## src/fsm_pkg.sv

```systemverilog
package fsm_pkg;

  // Register location and field layout of the flash space control register.
  localparam logic [7:0] FSM_CTRL_ADDR = 8'h00_D1;
  localparam int FSM_BUSY_BIT = 0;
  localparam int FSM_SEL_LSB = 1;
  localparam int FSM_MAP_BIT = 3;
  localparam int FSM_KEY_LSB = 4;
  localparam logic [7:0] FSM_CTRL_RESET = 8'h00_00;

  // Space select encodings.
  typedef enum logic [1:0] {
    FSM_SPACE_APP = 2'b00,
    FSM_SPACE_SIG = 2'b01,
    FSM_SPACE_FUSE = 2'b10,
    FSM_SPACE_RSVD = 2'b11
  } fsm_space_e;

  // Launch key nibbles.
  localparam logic [3:0] FSM_KEY_ARM = 4'h5;
  localparam logic [3:0] FSM_KEY_GO = 4'hA;

  // Code-space window limits.
  localparam logic [15:0] FSM_USIG_LAST = 16'h01FF;
  localparam logic [15:0] FSM_FSIG_LAST = 16'h027F;
  localparam logic [15:0] FSM_UFUSE_LAST = 16'h007F;
  localparam logic [15:0] FSM_HSEC_LAST = 16'h00FF;

  // Boot addresses and the soft vector value meaning no customer loader.
  localparam logic [15:0] FSM_LOADER_ENTRY = 16'hF800;
  localparam logic [15:0] FSM_APP_ENTRY = 16'h0000;
  localparam logic [15:0] FSM_SERVICE_ENTRY = 16'hFFF0;
  localparam logic [7:0] FSM_SBV_NONE = 8'h00_FC;

  // Programming time, nominally 10 ms, at a 50 MHz clock.
  localparam int FSM_CLK_MHZ = 50;
  localparam int FSM_PROG_TIME_US = 10000;
  localparam int FSM_PROG_CYCLES = FSM_PROG_TIME_US * FSM_CLK_MHZ;

  // Code read request towards the space multiplexer.
  typedef struct packed {
    logic valid;
    logic [15:0] addr;
  } fsm_code_req_s;

  // Code read answer: data and which array supplied it.
  typedef struct packed {
    logic valid;
    logic [7:0] data;
    logic [2:0] source;
  } fsm_code_rsp_s;

  localparam logic [2:0] FSM_SRC_APP = 3'h0;
  localparam logic [2:0] FSM_SRC_USIG = 3'h1;
  localparam logic [2:0] FSM_SRC_FSIG = 3'h2;
  localparam logic [2:0] FSM_SRC_UFUSE = 3'h3;
  localparam logic [2:0] FSM_SRC_HSEC = 3'h4;
  localparam logic [2:0] FSM_SRC_NONE = 3'h7;

endpackage

```

## src/fsm_flash_space_map.sv

```systemverilog
`timescale 1ns/1ps
`default_nettype none
// Notes on behaviour
// RULE1 - Select 01 maps user signature to 0-01FF, factory signature to 0200-027F.
// RULE2 - Select 10 maps user fuses to 0-007F, security bits to 0080-00FF.
// RULE3 - Software clears the control register afterwards to see application code again.
// RULE4 - Select codes: 00 application, 01 signatures, 10 fuses and security, 11 reserved.
// RULE5 - Control register sits at direct address D1, not bit addressable, resets zero.
// RULE6 - Key nibble 5 then A launches programming on the selected space.
// RULE7 - Map bit set sends data-move writes to page buffer, else to data memory.
// RULE8 - Busy bit is hardware owned: set while programming, cleared when done.
// RULE9 - Strobe pin low when reset releases forces the on-chip loader.
// RULE10 - Strobe pin sampled only at the reset release edge.
// RULE11 - Pin-forced loader overrides jump fuse, boot status and soft vector.
// RULE12 - Jump fuse zero selects the loader, one selects the application.
// RULE13 - Soft vector holds customer loader high byte; FC means none exists.
// RULE14 - Flash services reached through one common entry point in loader.
// RULE15 - External logic releases the strobe pin after the reset release edge.
// RULE16 - External logic should not ground the strobe pin during power-on.
// RULE17 - On-chip loader turns serial frames into flash read, write and erase.
// RULE18 - The two key writes must be back to back or launch aborts.
// RULE19 - Brown-out during programming sets the error flag in data memory control.
// RULE20 - Key sequence with reserved select starts nothing and leaves busy clear.
module fsm_flash_space_map
  import fsm_pkg::*;
#(
  parameter int PROG_CYCLES = FSM_PROG_CYCLES
) (
  input wire logic clock,
  input wire logic arst_n,
  // Special-function register port from the core.
  input wire logic [7:0] sfr_addr,
  input wire logic sfr_wr,
  input wire logic sfr_rd,
  input wire logic [7:0] sfr_wdata,
  output logic [7:0] sfr_rdata,
  output logic sfr_hit,
  // One pulse per executed instruction, used to police the key pair.
  input wire logic insn_done,
  // Code read path.
  input wire fsm_code_req_s code_req,
  input wire logic [7:0] app_rdata,
  input wire logic [7:0] usig_rdata,
  input wire logic [7:0] fsig_rdata,
  input wire logic [7:0] ufuse_rdata,
  input wire logic [7:0] hsec_rdata,
  output fsm_code_rsp_s code_rsp,
  // External data-move writes.
  input wire logic xwr_valid,
  input wire logic [15:0] xwr_addr,
  input wire logic [7:0] xwr_data,
  output logic pbuf_wr,
  output logic xram_wr,
  output logic [15:0] xwr_addr_q,
  output logic [7:0] xwr_data_q,
  // Programming engine handshake.
  output logic prog_start,
  output logic [1:0] prog_space,
  input wire logic brown_out,
  output logic prog_error,
  // Boot selection.
  input wire logic reset_pin,
  input wire logic reset_polarity_setting,
  input wire logic program_store_strobe_pin,
  input wire logic loader_jump_fuse,
  input wire logic [7:0] soft_boot_vector,
  output logic boot_to_loader,
  output logic [15:0] boot_addr,
  output logic [15:0] service_entry,
  output logic customer_loader_present
);

  // A programming time below one cycle would wrap the down-counter.
  if (PROG_CYCLES < 1) begin : g_bad_prog_cycles
    $error("PROG_CYCLES must be at least one");
  end

  // Release the reset through two flops.
  // Assertion stays asynchronous, so the block is quiet even while the clock is stopped.
  logic rst_s1_r;
  logic rst_n_r;
  always_ff @(posedge clock or negedge arst_n) begin
    if (!arst_n) begin
      rst_s1_r <= 1'b0;
      rst_n_r <= 1'b0;
    end else begin
      rst_s1_r <= 1'b1;
      rst_n_r <= rst_s1_r;
    end
  end

  // Control register fields, key pair state and programming down-counter.
  logic [3:0] launch_key_bits_r;
  logic page_buffer_map_select_r;
  fsm_space_e space_select_field_r;
  logic program_in_progress_flag_r;
  logic key_armed_r;
  logic [31:0] prog_cnt_r;

  // Write and read of the control register share one address decode.
  function automatic logic is_ctrl(input logic [7:0] a);
    return a == FSM_CTRL_ADDR;
  endfunction

  // Launch key nibble of a written byte.
  function automatic logic [3:0] key_nibble(input logic [7:0] d);
    return d[7:FSM_KEY_LSB];
  endfunction

  // Space select field of a written byte; a launch takes it from the go write itself.
  function automatic logic [1:0] sel_field(input logic [7:0] d);
    return d[FSM_SEL_LSB +: 2];
  endfunction

  logic ctrl_wr;
  logic ctrl_rd;
  assign ctrl_wr = sfr_wr && is_ctrl(sfr_addr); // [RULE5]
  assign ctrl_rd = sfr_rd && is_ctrl(sfr_addr); // [RULE5]

  // Software writable fields; busy is not among them.
  always_ff @(posedge clock or negedge rst_n_r) begin
    if (!rst_n_r) begin
      launch_key_bits_r <= FSM_CTRL_RESET[7:FSM_KEY_LSB]; // [RULE5]
      page_buffer_map_select_r <= FSM_CTRL_RESET[FSM_MAP_BIT];
      space_select_field_r <= FSM_SPACE_APP;
    end else if (ctrl_wr) begin
      // Bit 0 of the written byte is dropped, so software cannot touch busy.
      launch_key_bits_r <= key_nibble(sfr_wdata);
      page_buffer_map_select_r <= sfr_wdata[FSM_MAP_BIT];
      space_select_field_r <= fsm_space_e'(sel_field(sfr_wdata)); // [RULE4]
    end
  end

  // Key pair tracking: any other instruction between the two writes disarms it.
  logic key_arm_wr;
  logic key_go_wr;
  assign key_arm_wr = ctrl_wr && (key_nibble(sfr_wdata) == FSM_KEY_ARM);
  assign key_go_wr = ctrl_wr && (key_nibble(sfr_wdata) == FSM_KEY_GO);
  // The arming write carries no insn_done of its own; only a later instruction disarms.
  always_ff @(posedge clock or negedge rst_n_r) begin
    if (!rst_n_r) begin
      key_armed_r <= 1'b0;
    end else if (key_arm_wr) begin
      key_armed_r <= 1'b1; // [RULE6]
    end else if (ctrl_wr || insn_done) begin
      key_armed_r <= 1'b0; // [RULE18]
    end
  end

  // Launch happens on the second key when armed and the target is legal.
  logic launch;
  // A launch while busy is refused, so the counter is never reloaded in mid-run.
  assign launch = key_go_wr && key_armed_r && !program_in_progress_flag_r
    && (sel_field(sfr_wdata) != FSM_SPACE_RSVD); // [RULE6] [RULE20]

  // Busy flag and programming timer, owned by hardware only.
  always_ff @(posedge clock or negedge rst_n_r) begin
    if (!rst_n_r) begin
      program_in_progress_flag_r <= 1'b0;
      prog_cnt_r <= 32'h0000_0000;
      prog_start <= 1'b0;
      prog_space <= 2'b00;
    end else begin
      prog_start <= launch;
      if (launch) begin
        program_in_progress_flag_r <= 1'b1; // [RULE8]
        prog_cnt_r <= 32'(PROG_CYCLES - 1);
        prog_space <= sel_field(sfr_wdata); // [RULE6]
      end else if (program_in_progress_flag_r) begin
        if (brown_out || prog_cnt_r == 32'h0000_0000) begin
          program_in_progress_flag_r <= 1'b0; // [RULE8]
        end else begin
          prog_cnt_r <= prog_cnt_r - 32'h0000_0001;
        end
      end
    end
  end

  // Sticky error when brown-out cuts programming short; only reset clears it.
  // Brown-out outside a programming run leaves the flag alone.
  always_ff @(posedge clock or negedge rst_n_r) begin
    if (!rst_n_r) begin
      prog_error <= 1'b0;
    end else if (program_in_progress_flag_r && brown_out) begin
      prog_error <= 1'b1; // [RULE19]
    end
  end

  // Register read-back; other addresses are not claimed so other blocks may answer.
  // Idle read data is zero, so several read buses can be merged by a plain OR.
  always_ff @(posedge clock or negedge rst_n_r) begin
    if (!rst_n_r) begin
      sfr_rdata <= 8'h00_00;
      sfr_hit <= 1'b0;
    end else begin
      sfr_hit <= ctrl_rd;
      if (ctrl_rd) begin
        sfr_rdata <= {launch_key_bits_r, page_buffer_map_select_r,
          space_select_field_r, program_in_progress_flag_r};
      end else begin
        sfr_rdata <= 8'h00_00;
      end
    end
  end

  // Pick the array for a code read; outside a window nothing answers.
  function automatic logic [2:0] code_source(input fsm_space_e sel, input logic [15:0] a);
    logic [2:0] s;
    s = FSM_SRC_NONE;
    unique case (sel)
      FSM_SPACE_APP: s = FSM_SRC_APP;
      FSM_SPACE_SIG: begin
        if (a <= FSM_USIG_LAST) s = FSM_SRC_USIG; // [RULE1]
        else if (a <= FSM_FSIG_LAST) s = FSM_SRC_FSIG;
      end
      FSM_SPACE_FUSE: begin
        if (a <= FSM_UFUSE_LAST) s = FSM_SRC_UFUSE; // [RULE2]
        else if (a <= FSM_HSEC_LAST) s = FSM_SRC_HSEC;
      end
      FSM_SPACE_RSVD: s = FSM_SRC_NONE;
    endcase
    return s;
  endfunction

  // Registered code read answer; unmapped reads return all ones.
  logic [2:0] src;
  assign src = code_source(space_select_field_r, code_req.addr);
  always_ff @(posedge clock or negedge rst_n_r) begin
    if (!rst_n_r) begin
      code_rsp <= '0;
    end else begin
      code_rsp.valid <= code_req.valid;
      code_rsp.source <= src;
      unique case (src)
        FSM_SRC_APP: code_rsp.data <= app_rdata;
        FSM_SRC_USIG: code_rsp.data <= usig_rdata;
        FSM_SRC_FSIG: code_rsp.data <= fsig_rdata;
        FSM_SRC_UFUSE: code_rsp.data <= ufuse_rdata;
        FSM_SRC_HSEC: code_rsp.data <= hsec_rdata;
        default: code_rsp.data <= 8'h00_FF;
      endcase
    end
  end

  // Steer data-move writes by the map bit.
  // Address and data are registered for both targets; only the strobes differ.
  always_ff @(posedge clock or negedge rst_n_r) begin
    if (!rst_n_r) begin
      pbuf_wr <= 1'b0;
      xram_wr <= 1'b0;
      xwr_addr_q <= 16'h0000;
      xwr_data_q <= 8'h00_00;
    end else begin
      pbuf_wr <= xwr_valid && page_buffer_map_select_r; // [RULE7]
      xram_wr <= xwr_valid && !page_buffer_map_select_r; // [RULE7]
      xwr_addr_q <= xwr_addr;
      xwr_data_q <= xwr_data;
    end
  end

  // Watch the reset pin for its releasing edge; the pin is taken as synchronous.
  // The first clock after reset only loads the delay flop: its reset value would
  // otherwise fake a rising release whenever an active-low pin already idles high.
  // If the pin never toggles after reset, no choice is made and the application entry stays.
  logic reset_pin_d_r;
  logic pin_primed_r;
  logic boot_done_r;
  logic pin_release;
  assign pin_release = pin_primed_r
    && (reset_polarity_setting ? (reset_pin_d_r && !reset_pin)
    : (!reset_pin_d_r && reset_pin)); // [RULE9]

  always_ff @(posedge clock or negedge rst_n_r) begin
    if (!rst_n_r) begin
      reset_pin_d_r <= 1'b0;
      pin_primed_r <= 1'b0;
      boot_done_r <= 1'b0;
      boot_to_loader <= 1'b0;
      boot_addr <= FSM_APP_ENTRY;
      service_entry <= FSM_SERVICE_ENTRY;
      customer_loader_present <= 1'b0;
    end else begin
      reset_pin_d_r <= reset_pin;
      pin_primed_r <= 1'b1;
      service_entry <= FSM_SERVICE_ENTRY; // [RULE14]
      customer_loader_present <= soft_boot_vector != FSM_SBV_NONE; // [RULE13]
      // Decide once at the first release edge and ignore the pin afterwards.
      if (pin_release && !boot_done_r) begin
        boot_done_r <= 1'b1; // [RULE10]
        if (!program_store_strobe_pin) begin
          boot_to_loader <= 1'b1; // [RULE9] [RULE11]
          boot_addr <= FSM_LOADER_ENTRY; // [RULE17]
        end else if (!loader_jump_fuse) begin
          boot_to_loader <= 1'b1; // [RULE12]
          boot_addr <= FSM_LOADER_ENTRY;
        end else begin
          boot_to_loader <= 1'b0; // [RULE12]
          boot_addr <= FSM_APP_ENTRY;
        end
      end
    end
  end

endmodule // fsm_flash_space_map
`default_nettype wire

```

## config.mk

```make
export PLATFORM = sky130hd
export DESIGN_NAME = fsm_flash_space_map
export DESIGN_NICKNAME = d
export VERILOG_FILES = /design/src/fsm_pkg.sv /design/src/fsm_flash_space_map.sv
export SDC_FILE = /design/constraint.sdc
export NUM_CORES = 1
export LEC_CHECK = 0
export ABC_AREA = 1
export BUFFER_PORTS_ARGS = -buffer_cell sky130_fd_sc_hd__buf_2
export CORE_MARGIN = 1
export CORE_UTILIZATION = 30
export DETAILED_ROUTE_END_ITERATION = 16
export GPL_TIMING_DRIVEN = 1
export SYNTH_ARGS = -nofsm -noshare
export SYNTH_HDL_FRONTEND = slang
export SYNTH_SLANG_ARGS = --single-unit
export TNS_END_PERCENT = 20
```

## constraint.sdc

```tcl
create_clock -name clock -period 5.1 [get_ports clock]
set_input_delay 1.02 -clock clock [delete_from_list [all_inputs] [get_ports clock]]
set_output_delay 1.02 -clock clock [all_outputs]
set_load 0.1 [all_outputs]
```

==> impl_metrics.json <==
{
  "outcome": "complete, no violations",
  "post_drt_wl_per_cell_um": 11.6,
  "cp.arrival_ns": 3.10,
  "synth_area_per_cell_um2": 8.28,
  "yosysTopAreaCellShare_pct": 49.5,
  "overflow": 0,
  "yosys.area.top_type": "dfrtp_1",
  "setup_slack_ns": 2.24,
  "ys.flop_type": "dfrtp_1",
  "grt_use_met1_pct": 18.0,
  "clk_latency_ns": 0.35,
  "crit_required_ns": 5.34,
  "die_w_um": 131,
  "cts_sinks": 99,
  "period_share_pct": 56.1,
  "syn2layout_area_growth_pct": 24.3,
  "firstDrtPassIters": 4,
  "rows": 46,
  "cts_inserted_buffers": 9,
  "globalRouteMet3Util_pct": 2.78,
  "fmax_mhz": 349,
  "dpl.cell_count": 970,
  "crit_fanout": 30,
  "grt_max_degree": 55,
  "io_pins": 201,
  "synth.most_common_cell": "nand2_1",
  "total_leakage_power_nw": 3.41,
  "final_util_pct": 38.7,
  "post_cts_buffers": 0,
  "vias": 4175,
  "async_flop_share_pct": 100,
  "ant_nets": 0,
  "gp_congestion": 0.834,
  "finClkSkew_ns": 0.00682,
  "yosys_warnings": 0,
  "antenna_found_initial": 0,
  "grt_pass1_vias": 3879,
  "cts_tree": "built",
  "min_period_ns": 2.86,
  "synth.area.top_cells": "dfrtp_1 (50%), nand2_1 (9.4%), nor2_1 (7.4%)",
  "pre_cts_ws_ns": 1.84,
  "tightest_slew_ns": 0.753,
  "grt_pass1_wl_mm": 19.0,
  "cts_buffer_depth": 2,
  "powerDensity_nw_per_um2": 310,
  "crit_path_end_kind": "register",
  "wirelength_mm": 11.4,
  "slew_viol_final": 0,
  "cts_max_level": 3,
  "final_layout_size_suffix_gt1_share_pct": 27.5,
  "core_area_um2": 16100,
  "yosysSeqAreaShare_pct": 49.5,
  "finalNonFillerCells": 986,
  "grtUsageMet2_pct": 22.5,
  "drv_cap": 0,
  "vdd_drop_max_uv": 171,
  "rsz0062_at_grt": "false",
  "portBuffers": 165,
  "slew_headroom_pct": 49.7,
  "synthTopCellsByCount": "nand2_1 (125), dfrtp_1 (99), nor2_1 (99)",
  "cts_hold_buf": 0,
  "hold_viol_final": 0,
  "critical_path_class": "in2reg",
  "gr-max-usage-layer": "met2",
  "synth_edf_count": 0,
  "diodes": 0,
  "setup_tns_ns": 0,
  "fillers": 1692,
  "setup_violations": 0,
  "ys_types": 36,
  "vias_per_cell": 4.23,
  "synthCells": 604,
  "path_clk_slew_ns": 0.07,
  "cts-root-buf": "clkbuf_16",
  "die_height_um": 131,
  "ys_ff_latch": 99,
  "hpwlAfterDp_mm": 8.74,
  "syn-cell-area_um2": 5000,
  "die_area_um2": 17200,
  "drc": 0,
  "final_nets": 882,
  "hp-class": "reg2async",
  "gr-usage-all-layers_pct": 13.6,
  "start_util_pct": 31.1,
  "critPathLaunch": "sfr_addr[1]",
  "totalPowerFinal_mw": 1.92,
  "cts_resized": 0,
  "cp-start-kind": "input pin",
  "r2r_start": "prog_cnt_r[0]",
  "drt_iter0_drc": 183
}
-- flip-flops by register name (all words and copies together) (netlist names), 2 cells and up --
signal and cells:
code_rsp 12, launch_key_bits_r 4, prog_cnt_r 32, prog_space 2, sfr_rdata 8, space_select_field_r 2
xwr_addr_q 16, xwr_data_q 8
-- critical path: stages --
cell     delay, ns
buf_2         0.10
nor4_2        0.29
nand3_1       0.33
inv_2         0.21
nand3_2       0.30
nand2_4       0.43
inv_2         0.22
nand2_1       0.13
nand2_2       0.05
-- worst paths after layout --
check | end | slack [ns] | depth (start not counted)
hold / removal | xwr_data_q[2] | 0.33 | 0
hold reg to reg | xwr_data_q[2] | 0.33 | 0
setup reg to reg | prog_cnt_r[19] | 2.77 | 11
min in group clock | rst_n_r | 0.36 | 0
max in group asynchronous | xwr_addr_q[3] | 3.68 | 1
setup / recovery | prog_cnt_r[19] | 2.24 | 9
-- layer usage --
layer  vias to the layer above  wire [µm]
li1                       2156          -
met1                      1868       5410
met2                       140       5250
met3                        11        608
met4                         0        131
met5                         -          0
-- per-stage QoR --
step                      area, µm²  hold WS (ns)
final                          6210         0.331
after global placement         5900         0.335
after global routing           6210         0.369
after floorplan                5100         0.331
after CTS                      6210         0.361
after detailed placement       5900         0.343
-- area by class of cell --
cell class                      count  area, µm²  area share [%]
Inverter                           75        282            4.53
Tap cell                          216        270            4.35
Sequential cell                    99       2480            39.9
Multi-Input combinational cell    414       2030            32.7
Clock inverter                      7       93.8            1.51
Timing Repair Buffer              166        833            13.4
Clock buffer                        9        225            3.62
-- cells by family after synthesis --
group           synth area share (%)
compound gates                  4.13
simple gates                    30.2
flops                           49.5
xor+xnor                        3.85
buf+inv                         11.9
other cells                    0.150
fa+ha+maj                      0.250
-- placed cells by master (no fill, tap or decap), types with 7 or more instances in the layout --
| cell type | count |
|---|---|
| buf_2 | 165 |
| clkbuf_16 | 9 |
| conb_1 | 29 |
| dfrtp_1 | 98 |
| inv_1 | 70 |
| nand2_1 | 125 |
| nand3_1 | 43 |
| nand3b_1 | 9 |
| nand4_1 | 17 |
| nor2_1 | 99 |
| nor2_2 | 7 |
| o21ai_0 | 26 |
| xor2_1 | 17 |
-- power by group --
part	switching (mW)	internal, mW	leakage, nW
logic	0.314	0.0615	2.05
clock network	0.332	0.393	0.152
registers	0.0140	0.810	1.21
No activity file was read; power rests on OpenSTA's default activity.
